[src/design/bmrx_consts.svh]
// Offsets, field positions, reset values and counts for the block message receive framer.
`ifndef BMRX_CONSTS_SVH
`define BMRX_CONSTS_SVH

// Character and queue geometry.
`define BMRX_CHAR_W 8
`define BMRX_FIFO_AW 4
`define BMRX_FIFO_DEPTH 16

// Framing counts.
`define BMRX_CONFIRM_FILLS 2'd2
`define BMRX_BAD_RUN 2'd3
`define BMRX_DATA_LEN 7'd80

// Register byte offsets.
`define BMRX_OFF_CTRL 12'h000
`define BMRX_OFF_STATUS 12'h004
`define BMRX_OFF_IRQ_STAT 12'h008
`define BMRX_OFF_IRQ_MASK 12'h00c
`define BMRX_OFF_FIELDS 12'h010
`define BMRX_OFF_PARITY 12'h014
`define BMRX_OFF_CODE0 12'h018
`define BMRX_OFF_CODE1 12'h01c

// Control register fields.
`define BMRX_CTRL_REHUNT 0

// Status register fields.
`define BMRX_ST_HW_FRAME 0
`define BMRX_ST_LOG_FRAME 1
`define BMRX_ST_MSG 2
`define BMRX_ST_DATA 3

// Interrupt event bits.
`define BMRX_IRQ_W 7
`define BMRX_EV_LOGICAL 0
`define BMRX_EV_LOST 1
`define BMRX_EV_BLOCK_START 2
`define BMRX_EV_CHECK_OK 3
`define BMRX_EV_CHECK_ERR 4
`define BMRX_EV_ANSWER 5
`define BMRX_EV_OVERFLOW 6

// Starting and ending control field bits.
`define BMRX_SF_MSG_OPEN 0
`define BMRX_SF_BLK_OPEN 1
`define BMRX_SF_TAPE_SEL 2
`define BMRX_EF_BLK_CLOSE 0
`define BMRX_EF_MSG_CLOSE 1

// Character code reset values, all arbitrary defaults for software to overwrite.
`define BMRX_RST_FILL 8'h16
`define BMRX_RST_MOPEN 8'h01
`define BMRX_RST_MCLOSE 8'h03
`define BMRX_RST_BOPEN 8'h02
`define BMRX_RST_BCLOSE 8'h17
`define BMRX_RST_TAPE_SELECT_VARIANT 8'h54
`define BMRX_RST_ANSWER 8'h06

`endif

[src/design/bmrx_pkg.sv]
// Types shared by the block message receive framer.
package bmrx_pkg;

  // Receive processing states.
  typedef enum logic [2:0] {
    st_hunt,
    st_confirm,
    st_idle,
    st_sel,
    st_data,
    st_tail,
    st_check
  } bmrx_state_t;

endpackage : bmrx_pkg
[src/design/bmrx_fifo.sv]
// Receive character queue with registered read data.
`include "bmrx_consts.svh"

module bmrx_fifo (
  input wire logic pclk,
  input wire logic presetn,
  input wire logic flush,
  input wire logic wr_en,
  input wire logic [`BMRX_CHAR_W-1:0] wr_data,
  input wire logic rd_en,
  output logic [`BMRX_CHAR_W-1:0] rd_data,
  output logic rd_valid,
  output logic empty,
  output logic full
);

  logic [`BMRX_CHAR_W-1:0] mem [`BMRX_FIFO_DEPTH];
  logic [`BMRX_FIFO_AW-1:0] wptr_reg, wptr_next, rptr_reg, rptr_next;
  logic [`BMRX_FIFO_AW:0] cnt_reg, cnt_next;
  logic [`BMRX_CHAR_W-1:0] rdat_reg, rdat_next;
  logic rval_reg, rval_next;
  logic do_wr, do_rd;

  assign empty = (cnt_reg == '0);
  assign full = (cnt_reg == (`BMRX_FIFO_AW+1)'(`BMRX_FIFO_DEPTH));
  assign do_wr = wr_en && !full && !flush;
  assign do_rd = rd_en && !empty && !flush;

  // Pointer and count update; a flush also kills a read still in flight.
  always_comb begin
    wptr_next = do_wr ? wptr_reg + (`BMRX_FIFO_AW)'(1) : wptr_reg;
    rptr_next = do_rd ? rptr_reg + (`BMRX_FIFO_AW)'(1) : rptr_reg;
    cnt_next = cnt_reg;
    if (do_wr && !do_rd) begin
      cnt_next = cnt_reg + (`BMRX_FIFO_AW+1)'(1);
    end else if (do_rd && !do_wr) begin
      cnt_next = cnt_reg - (`BMRX_FIFO_AW+1)'(1);
    end
    rdat_next = do_rd ? mem[rptr_reg] : rdat_reg;
    rval_next = do_rd;
    if (flush) begin
      wptr_next = '0;
      rptr_next = '0;
      cnt_next = '0;
    end
  end

  // Storage array carries no reset, only its pointers, count, read data and read valid flag do.
  always_ff @(posedge pclk) begin
    if (do_wr) begin
      mem[wptr_reg] <= wr_data;
    end
  end

  // Queue state registers.
  always_ff @(posedge pclk or negedge presetn) begin
    if (!presetn) begin
      wptr_reg <= '0;
      rptr_reg <= '0;
      cnt_reg <= '0;
      rdat_reg <= '0;
      rval_reg <= 1'b0;
    end else begin
      wptr_reg <= wptr_next;
      rptr_reg <= rptr_next;
      cnt_reg <= cnt_next;
      rdat_reg <= rdat_next;
      rval_reg <= rval_next;
    end
  end

  assign rd_data = rdat_reg;
  assign rd_valid = rval_reg;

endmodule : bmrx_fifo

[src/design/bmrx_framer.sv]
// Receive framer top: character queue, framing confirmation, message and data state tracking.
// Functional notes
// - Line unit forwards nothing until a line fill character is recognised.
// - Framed characters go through the receive queue, consumed first-in first-out.
// - Two more consecutive line fills are needed before logical framing.
// - Clearing the framing lock restarts bit hunting at any time.
// - Non-fill during confirmation or wrong framing character in data state restarts framing.
// - Non-message from startup, and from verified check after message-close.
// - Message state spans open to end; data state spans one block.
// - Legal framing characters depend on the combined message and data states.
// - Start-of-block enters data state; end-of-block leaves it, possibly message too.
// - Message-open only outside message; block-open only in message, non-data.
// - Three unbroken bad characters in non-data state drop framing.
// - After reframing data state is clear; message state is kept.
// - Start-of-block clears parity and control fields, then marks the start type.
// - Character after start: answer code first, else selection, tape variant flagged.
// - Data characters are summed, counted and buffered; after 80 await termination.
// - Character after a close is the check, compared with computed parity.
// - Block-close returns to non-data; message-close to non-message once its check verifies.
`include "bmrx_consts.svh"

module bmrx_framer (
  input wire logic pclk,
  input wire logic presetn,
  input wire logic psel,
  input wire logic penable,
  input wire logic pwrite,
  input wire logic [11:0] paddr,
  input wire logic [31:0] pwdata,
  output logic [31:0] prdata,
  output logic pready,
  output logic pslverr,
  input wire logic rx_bit,
  input wire logic rx_bit_valid,
  output logic [`BMRX_CHAR_W-1:0] blk_char_data,
  output logic blk_char_valid,
  output logic blk_char_is_sel,
  output logic irq
);

  localparam int CW = `BMRX_CHAR_W;

  bmrx_pkg::bmrx_state_t state_reg, state_next;
  logic msg_reg, msg_next;
  logic [1:0] run_reg, run_next;
  logic [6:0] dcnt_reg, dcnt_next;
  logic [CW-1:0] par_reg, par_next;
  logic [CW-1:0] sfield_reg, sfield_next;
  logic [CW-1:0] efield_reg, efield_next;
  logic [CW-1:0] chk_reg, chk_next;
  logic [CW-1:0] out_reg, out_next;
  logic outv_reg, outv_next, outsel_reg, outsel_next;
  logic [`BMRX_IRQ_W-1:0] ev;
  logic lose;

  // Software visible registers.
  logic [`BMRX_IRQ_W-1:0] istat_reg, istat_next, imask_reg, imask_next;
  logic [31:0] code0_reg, code0_next, code1_reg, code1_next;
  logic [31:0] rdata_reg, rdata_next;

  logic [CW-1:0] line_fill_char, message_open_char, message_close_char;
  logic [CW-1:0] block_open_char, block_close_char, tape_select_variant, answer_char;
  logic hw_framed, q_wr_valid, q_empty, q_full, q_rd_valid;
  logic [CW-1:0] q_wr_data, ch;
  logic sw_rehunt, rehunt, setup, access, mapped, is_framing, data_state;

  // Codes live in two registers so software can match any line code.
  assign line_fill_char = code0_reg[7:0];
  assign message_open_char = code0_reg[15:8];
  assign message_close_char = code0_reg[23:16];
  assign block_open_char = code0_reg[31:24];
  assign block_close_char = code1_reg[7:0];
  assign tape_select_variant = code1_reg[15:8];
  assign answer_char = code1_reg[23:16];

  // APB decode; the slave never waits, so pready is tied high by design.
  assign setup = psel && !penable;
  assign access = psel && penable;
  assign pready = 1'b1;
  assign mapped = (paddr[1:0] == 2'b00) && (paddr <= `BMRX_OFF_CODE1);
  assign pslverr = access && !mapped;
  assign sw_rehunt = access && pwrite && mapped && (paddr == `BMRX_OFF_CTRL) && pwdata[`BMRX_CTRL_REHUNT];
  assign rehunt = sw_rehunt || lose;

  bmrx_hunter u_hunter (
    .pclk(pclk),
    .presetn(presetn),
    .bit_in(rx_bit),
    .bit_valid(rx_bit_valid),
    .rehunt(rehunt),
    .line_fill_char(line_fill_char),
    .framed(hw_framed),
    .char_data(q_wr_data),
    .char_valid(q_wr_valid)
  );

  // The queue is drained whenever it holds a character, one per cycle at most.
  bmrx_fifo u_queue (
    .pclk(pclk),
    .presetn(presetn),
    .flush(rehunt),
    .wr_en(q_wr_valid),
    .wr_data(q_wr_data),
    .rd_en(!q_empty),
    .rd_data(ch),
    .rd_valid(q_rd_valid),
    .empty(q_empty),
    .full(q_full)
  );

  assign is_framing = (ch == message_open_char) || (ch == message_close_char) ||
                      (ch == block_open_char) || (ch == block_close_char);
  assign data_state = (state_reg == bmrx_pkg::st_sel) || (state_reg == bmrx_pkg::st_data) ||
                      (state_reg == bmrx_pkg::st_tail) || (state_reg == bmrx_pkg::st_check);

  // Character processing; a lost frame keeps the message flag and drops the data state.
  always_comb begin
    state_next = state_reg;
    msg_next = msg_reg;
    run_next = run_reg;
    dcnt_next = dcnt_reg;
    par_next = par_reg;
    sfield_next = sfield_reg;
    efield_next = efield_reg;
    chk_next = chk_reg;
    out_next = out_reg;
    outv_next = 1'b0;
    outsel_next = 1'b0;
    ev = '0;
    ev[`BMRX_EV_OVERFLOW] = q_wr_valid && q_full;
    lose = 1'b0;
    if (state_reg == bmrx_pkg::st_hunt) begin
      if (hw_framed) begin
        state_next = bmrx_pkg::st_confirm;
        run_next = 2'd0;
      end
    end else if (!hw_framed) begin
      state_next = bmrx_pkg::st_hunt;
    end else if (q_rd_valid) begin
      unique case (state_reg)
        bmrx_pkg::st_confirm: begin
          if (ch != line_fill_char) begin
            lose = 1'b1;
          end else if (run_reg == `BMRX_CONFIRM_FILLS - 2'd1) begin
            state_next = bmrx_pkg::st_idle;
            run_next = 2'd0;
            ev[`BMRX_EV_LOGICAL] = 1'b1;
          end else begin
            run_next = run_reg + 2'd1;
          end
        end
        bmrx_pkg::st_idle: begin
          if (ch == line_fill_char) begin
            run_next = 2'd0;
          end else if ((!msg_reg && ch == message_open_char) || (msg_reg && ch == block_open_char)) begin
            state_next = bmrx_pkg::st_sel;
            msg_next = 1'b1;
            run_next = 2'd0;
            dcnt_next = 7'd0;
            par_next = '0;
            efield_next = '0;
            sfield_next = '0;
            sfield_next[`BMRX_SF_MSG_OPEN] = (ch == message_open_char);
            sfield_next[`BMRX_SF_BLK_OPEN] = (ch == block_open_char);
            ev[`BMRX_EV_BLOCK_START] = 1'b1;
          end else if (run_reg == `BMRX_BAD_RUN - 2'd1) begin
            lose = 1'b1;
          end else begin
            run_next = run_reg + 2'd1;
          end
        end
        bmrx_pkg::st_sel: begin
          if (ch == answer_char) begin
            ev[`BMRX_EV_ANSWER] = 1'b1;
          end else begin
            sfield_next[`BMRX_SF_TAPE_SEL] = (ch == tape_select_variant);
            out_next = ch;
            outv_next = 1'b1;
            outsel_next = 1'b1;
            state_next = bmrx_pkg::st_data;
          end
        end
        bmrx_pkg::st_data: begin
          if (is_framing) begin
            lose = 1'b1;
          end else if (ch == answer_char) begin
            ev[`BMRX_EV_ANSWER] = 1'b1;
          end else begin
            // Translation to internal code is the identity here; the sum is a bitwise XOR.
            par_next = par_reg ^ ch;
            out_next = ch;
            outv_next = 1'b1;
            dcnt_next = dcnt_reg + 7'd1;
            if (dcnt_reg == `BMRX_DATA_LEN - 7'd1) begin
              state_next = bmrx_pkg::st_tail;
            end
          end
        end
        bmrx_pkg::st_tail: begin
          // Fills after the last data character are tolerated and not counted.
          if (ch == block_close_char) begin
            efield_next[`BMRX_EF_BLK_CLOSE] = 1'b1;
            state_next = bmrx_pkg::st_check;
          end else if (ch == message_close_char) begin
            efield_next[`BMRX_EF_MSG_CLOSE] = 1'b1;
            state_next = bmrx_pkg::st_check;
          end else if (ch != line_fill_char) begin
            lose = 1'b1;
          end
        end
        bmrx_pkg::st_check: begin
          chk_next = ch;
          state_next = bmrx_pkg::st_idle;
          if (ch == par_reg) begin
            ev[`BMRX_EV_CHECK_OK] = 1'b1;
            if (efield_reg[`BMRX_EF_MSG_CLOSE]) begin
              msg_next = 1'b0;
            end
          end else begin
            ev[`BMRX_EV_CHECK_ERR] = 1'b1;
          end
        end
        default: begin
          state_next = bmrx_pkg::st_hunt;
        end
      endcase
    end
    if (lose) begin
      state_next = bmrx_pkg::st_hunt;
      run_next = 2'd0;
      ev[`BMRX_EV_LOST] = 1'b1;
    end
  end

  // Processing state registers.
  always_ff @(posedge pclk or negedge presetn) begin
    if (!presetn) begin
      state_reg <= bmrx_pkg::st_hunt;
      msg_reg <= 1'b0;
      run_reg <= 2'd0;
      dcnt_reg <= 7'd0;
      par_reg <= '0;
      sfield_reg <= '0;
      efield_reg <= '0;
      chk_reg <= '0;
      out_reg <= '0;
      outv_reg <= 1'b0;
      outsel_reg <= 1'b0;
    end else begin
      state_reg <= state_next;
      msg_reg <= msg_next;
      run_reg <= run_next;
      dcnt_reg <= dcnt_next;
      par_reg <= par_next;
      sfield_reg <= sfield_next;
      efield_reg <= efield_next;
      chk_reg <= chk_next;
      out_reg <= out_next;
      outv_reg <= outv_next;
      outsel_reg <= outsel_next;
    end
  end

  // Register writes and read data; read data is latched in the setup cycle.
  always_comb begin
    imask_next = imask_reg;
    code0_next = code0_reg;
    code1_next = code1_reg;
    rdata_next = rdata_reg;
    // A new event wins over the read that clears the status in the same cycle.
    istat_next = istat_reg | ev;
    if (access && !pwrite && paddr == `BMRX_OFF_IRQ_STAT) begin
      istat_next = ev;
    end
    if (access && pwrite) begin
      unique case (paddr)
        `BMRX_OFF_IRQ_MASK: imask_next = pwdata[`BMRX_IRQ_W-1:0];
        `BMRX_OFF_CODE0: code0_next = pwdata;
        `BMRX_OFF_CODE1: code1_next = {8'h00, pwdata[23:0]};
        default: begin
        end
      endcase
    end
    if (setup && !pwrite) begin
      unique case (paddr)
        `BMRX_OFF_STATUS: rdata_next = {26'h000_0000, (state_reg != bmrx_pkg::st_hunt &&
                                        state_reg != bmrx_pkg::st_confirm) ? run_reg : 2'd0,
                                        data_state, msg_reg,
                                        (state_reg != bmrx_pkg::st_hunt && state_reg != bmrx_pkg::st_confirm),
                                        hw_framed};
        `BMRX_OFF_IRQ_STAT: rdata_next = {25'h000_0000, istat_reg};
        `BMRX_OFF_IRQ_MASK: rdata_next = {25'h000_0000, imask_reg};
        `BMRX_OFF_FIELDS: rdata_next = {9'h000, dcnt_reg, efield_reg, sfield_reg};
        `BMRX_OFF_PARITY: rdata_next = {16'h0000, chk_reg, par_reg};
        `BMRX_OFF_CODE0: rdata_next = code0_reg;
        `BMRX_OFF_CODE1: rdata_next = code1_reg;
        default: rdata_next = 32'h0000_0000;
      endcase
    end
  end

  // Software register storage.
  always_ff @(posedge pclk or negedge presetn) begin
    if (!presetn) begin
      istat_reg <= '0;
      imask_reg <= '0;
      code0_reg <= {`BMRX_RST_BOPEN, `BMRX_RST_MCLOSE, `BMRX_RST_MOPEN, `BMRX_RST_FILL};
      code1_reg <= {8'h00, `BMRX_RST_ANSWER, `BMRX_RST_TAPE_SELECT_VARIANT, `BMRX_RST_BCLOSE};
      rdata_reg <= 32'h0000_0000;
    end else begin
      istat_reg <= istat_next;
      imask_reg <= imask_next;
      code0_reg <= code0_next;
      code1_reg <= code1_next;
      rdata_reg <= rdata_next;
    end
  end

  assign prdata = rdata_reg;
  assign irq = |(istat_reg & imask_reg);
  assign blk_char_data = out_reg;
  assign blk_char_valid = outv_reg;
  assign blk_char_is_sel = outsel_reg;

endmodule : bmrx_framer

[src/design/bmrx_hunter.sv]
// Bit-level line unit that hunts for the line fill character and then frames characters.
`include "bmrx_consts.svh"

module bmrx_hunter (
  input wire logic pclk,
  input wire logic presetn,
  input wire logic bit_in,
  input wire logic bit_valid,
  input wire logic rehunt,
  input wire logic [`BMRX_CHAR_W-1:0] line_fill_char,
  output logic framed,
  output logic [`BMRX_CHAR_W-1:0] char_data,
  output logic char_valid
);

  logic [`BMRX_CHAR_W-1:0] shift_reg, shift_next, shifted;
  logic [2:0] bit_cnt_reg, bit_cnt_next;
  logic framed_reg, framed_next;
  logic [`BMRX_CHAR_W-1:0] char_reg, char_next;
  logic valid_reg, valid_next;

  // Bits arrive least significant first; while hunting every bit position is tried.
  always_comb begin
    shifted = {bit_in, shift_reg[`BMRX_CHAR_W-1:1]};
    shift_next = shift_reg;
    bit_cnt_next = bit_cnt_reg;
    framed_next = framed_reg;
    char_next = char_reg;
    valid_next = 1'b0;
    if (rehunt) begin
      shift_next = '0;
      bit_cnt_next = 3'd0;
      framed_next = 1'b0;
    end else if (bit_valid) begin
      shift_next = shifted;
      if (!framed_reg) begin
        // The matching fill itself is not forwarded, nothing is until it is seen.
        if (shifted == line_fill_char) begin
          framed_next = 1'b1;
          bit_cnt_next = 3'd0;
        end
      end else if (bit_cnt_reg == 3'd7) begin
        bit_cnt_next = 3'd0;
        char_next = shifted;
        valid_next = 1'b1;
      end else begin
        bit_cnt_next = bit_cnt_reg + 3'd1;
      end
    end
  end

  // Registers of the line unit.
  always_ff @(posedge pclk or negedge presetn) begin
    if (!presetn) begin
      shift_reg <= '0;
      bit_cnt_reg <= 3'd0;
      framed_reg <= 1'b0;
      char_reg <= '0;
      valid_reg <= 1'b0;
    end else begin
      shift_reg <= shift_next;
      bit_cnt_reg <= bit_cnt_next;
      framed_reg <= framed_next;
      char_reg <= char_next;
      valid_reg <= valid_next;
    end
  end

  assign framed = framed_reg;
  assign char_data = char_reg;
  assign char_valid = valid_reg;

endmodule : bmrx_hunter

[config.mk]
export PLATFORM = sky130hd
export DESIGN_NAME = bmrx_framer
export DESIGN_NICKNAME = d
export VERILOG_FILES = /design/src/design/bmrx_pkg.sv /design/src/design/bmrx_fifo.sv /design/src/design/bmrx_framer.sv /design/src/design/bmrx_hunter.sv
export VERILOG_INCLUDE_DIRS = /design/src /design/src/design
export SDC_FILE = /design/constraint.sdc
export NUM_CORES = 1
export LEC_CHECK = 0
export BUFFER_PORTS_ARGS = -buffer_cell sky130_fd_sc_hd__buf_2
export CAP_MARGIN = 0
export CORE_MARGIN = 4
export CORE_UTILIZATION = 47
export CTS_BUF_LIST = sky130_fd_sc_hd__clkbuf_8
export DETAILED_ROUTE_END_ITERATION = 8
export GPL_TIMING_DRIVEN = 0
export PLACE_DENSITY = 0.73
export SETUP_SLACK_MARGIN = 0.02
export SYNTH_ARGS = -nofsm -noshare
export SYNTH_HDL_FRONTEND = slang
export SYNTH_SLANG_ARGS = --single-unit
export TNS_END_PERCENT = 100
[constraint.sdc]
create_clock -name pclk -period 5.32 [get_ports pclk]
set_input_delay 0 -clock pclk [delete_from_list [all_inputs] [get_ports pclk]]
set_output_delay 0 -clock pclk [all_outputs]
set_load 0.02 [all_outputs]
==> flow_metrics.tcl <==
set metrics [dict create \
    antenna_found_initial 0 \
    ir_drop_uv 234 \
    worst-r2r-setup-slack_ps 700 \
    drc 0 \
    path_clk_slew_ps 70 \
    vias 9858 \
    ios 96 \
    drv_cap 0 \
    critPathMaxFanout 10 \
    crit-reg2reg-capture "u_queue.cnt_reg[4]" \
    whs_ps 0.229 \
    slowest_delay_ps 600 \
    grt_setup_unrepaired "false" \
    finalCoreUtilization_pct 55.3 \
    port_buffers 93 \
    place_congestion 0.906 \
    post-dp-hpwl_mm 25.0 \
    reg2reg_depth 15 \
    grt_max_degree 98 \
    synth_edf_count 128 \
    arrival_ps 5080 \
    grt_pass1_wl_mm 56.4 \
    path_cells "buf_4 > xnor2_1 > nand4_1 > nor2_1 > a21oi_2 > a2111oi_4 > o21ai_4 > nand2b_4 > or2_2 > fa_1 > a21o_1 > a21oi_1 > xor2_1 > nor2_1 > a2111oi_2" \
    root_buffer "clkbuf_8" \
    numCtsBuffers 51 \
    initialDrtViolationCount 866 \
    mappedNetlistNets 1151 \
    crit_required_ps 5780 \
    synth_area_per_cell_um2 13.4 \
    hold_viol 0 \
    rows 64 \
    syn_inst 1085 \
    synth-seq-area-share_pct 59.1 \
    ys.flop_type "dfrtp_1" \
    post-cts-setup-buffers 0 \
    worstSetupPathType "reg -> reg" \
    fin_crit_ps 4620 \
    routedWlPerCell_um 21.5 \
    relSlewSlack_pct 23.5 \
    cts_tree "yes" \
    worstSkewPairLatency_ps 600 \
    htreeDepth 2 \
    synth.area.top_cells "dfrtp_1 30%, edfxtp_1 27%, mux2_2 8.2%" \
    postCtsHoldBufs 36 \
    setup_viol 0 \
    num_antenna_cells 0 \
    design_area_mm2 0.0169 \
    die_h_um 184 \
    grt_util_all_layers_pct 21.5 \
    critPathCaptureType "flip-flop" \
    layout.cells.non_filler 1707 \
    dpl-instance-area_mm2 0.0155 \
    power_mw 7.43 \
    clk_path_buf_depth 3 \
    p_per_area_mw_per_mm2 440 \
    dpl.cell_count 1576 \
    async_reset_ff_share_pct 59.5 \
    grt_pass1_vias 9891 \
    p_leak_nw 7.03 \
    worstHoldPathType "in -> async" \
    dieArea_mm2 0.0337 \
    postRouteAntennaNets 0 \
    core_area_mm2 0.0305 \
    drive_gt1_share_pct 27.1 \
    die_w_um 184 \
    grt_overflow_total 0 \
    startpoint_type "flip-flop" \
    largest_reg_flops 128 \
    crit_path_frequent_cell "nor2_1" \
    cts_sinks 316 \
    tns_ps 0 \
    ctsResizeCount 0 \
    tightest_slew_ps 1140 \
    fin_crit_sh_pct 86.9 \
    fmax_ghz 0.216 \
    ys_warn_count 0 \
    first_pass_iters 5 \
    synth.top_cell.area_share_pct 29.7 \
    rr_startpoint "u_queue.rd_data[7]" \
    synth_area_mm2 0.0145 \
    status "complete, no violations" \
    area_delta_synth_final_pct 16.4 \
    fin_skew_ps 44.6 \
    critical-path-slowest-cell "dfrtp_1" \
    start_util_pct 47.5 \
    nNetsFinal 1336 \
    yosysTopAreaCell "dfrtp_1" \
    ys_types 75 \
    ys_ff_latch 316 \
    routed_wl_mm 36.7 \
    pre_cts_ws_ps 734 \
    maxSlewViolCount 0 \
    finalWorstSetupSlack_ps 696 \
    via_per_inst 5.78 \
]
==> synth_stat cells, types with 4 or more instances <==
| master | number |
|---|---|
| a21o_1 | 4 |
| a21oi_1 | 14 |
| a221oi_1 | 5 |
| a222oi_1 | 6 |
| a22o_1 | 15 |
| a22oi_1 | 34 |
| a31oi_1 | 16 |
| and2_1 | 5 |
| and3_1 | 5 |
| buf_1 | 4 |
| buf_2 | 11 |
| buf_4 | 7 |
| buf_6 | 6 |
| clkbuf_1 | 34 |
| dfrtp_1 | 172 |
| dfstp_2 | 16 |
| edfxtp_1 | 128 |
| ha_1 | 14 |
| inv_1 | 11 |
| mux2_2 | 105 |
| mux2i_1 | 30 |
| mux4_2 | 24 |
| nand2_1 | 64 |
| nand2b_1 | 14 |
| nand3_1 | 14 |
| nand4_1 | 15 |
| nor2_1 | 83 |
| nor2b_1 | 8 |
| nor3_1 | 8 |
| nor3b_1 | 7 |
| nor4_1 | 7 |
| o211ai_1 | 8 |
| o21ai_0 | 39 |
| o21ai_1 | 11 |
| o31ai_1 | 4 |
| or4_1 | 4 |
| xnor2_1 | 53 |
| xor2_1 | 31 |
==> per-layer routing <==
metal | GRT usage (%) | wire length, um | vias up | part of all wire [%]
met3 | 3.62 | 2420 | 92 | 6.6
met1 | 29.6 | 15400 | 4949 | 42
met5 | 0 | 0 | - | 0
li1 | - | - | 4414 | -
met2 | 34.8 | 17700 | 403 | 48
met4 | 7.75 | 1200 | 0 | 3.3
==> worst max-delay path by stage <==
stage / startpoint / end / depth (start not counted)
final: u_queue.rd_data[7] / u_queue.cnt_reg[4] / 15
after global routing: u_queue.rd_data[7] / u_queue.cnt_reg[4] / 15
after CTS: u_queue.rd_data[7] / u_queue.cnt_reg[4] / 15
after detailed placement: u_queue.rd_data[7] / u_queue.cnt_reg[4] / 15
after global placement: u_queue.rd_data[7] / u_queue.cnt_reg[4] / 15
after floorplan: u_queue.rd_data[3] / u_queue.cnt_reg[4] / 15
==> area by class of cell <==
cell class / count / area, um2
clock buffers: 60 / 826
clock inverters: 34 / 169
multi-input cells: 696 / 5570
inverters: 11 / 41.3
fillers: 2472 / 13600
plain buffers: 62 / 318
well taps: 396 / 495
repair buffers: 132 / 876
flip-flops and latches: 316 / 8570
==> report_power, final <==
group          total (mW)  internal [mW]  switching, mW
Clock                2.00           1.04          0.967
Sequential           3.31           2.90          0.415
Combinational        2.12          0.923           1.19
==> worst max-delay path: cells and delay by family (launching register included) <==
kind	cells	cell delay, ps
compound gates	6	1610
simple gates	5	1140
flops	1	600
fa+ha+maj	1	480
buf+inv	1	340
xor+xnor	2	330
==> layout by cell type, fill, tap and decap left out, types with 14 or more instances in the layout <==
master | synthesis | final
a21oi_1 | 14 | 14
a22o_1 | 15 | 15
a22oi_1 | 34 | 34
a31oi_1 | 16 | 16
buf_2 | 11 | 104
clkbuf_1 | 34 | 34
clkbuf_8 | 0 | 60
dfrtp_1 | 172 | 172
dfstp_2 | 16 | 16
dlygate4sd3_1 | 0 | 36
edfxtp_1 | 128 | 128
ha_1 | 14 | 14
inv_1 | 11 | 31
mux2_2 | 105 | 105
mux2i_1 | 30 | 30
mux4_2 | 24 | 24
nand2_1 | 64 | 64
nand2b_1 | 14 | 14
nand3_1 | 14 | 14
nand4_1 | 15 | 15
nor2_1 | 83 | 83
o21ai_0 | 39 | 39
xnor2_1 | 53 | 53
xor2_1 | 31 | 31
==> cells by family after synthesis <==
kind of cell    synth area share [%]
simple gates                    9.17
fa+ha+maj                       1.35
compound gates                  8.73
flops                           59.1
buf+inv                         2.48
other cells                   0.0259
xor+xnor                        5.08
mux                             14.0
Note: power is estimated with default switching activity, not from simulation.
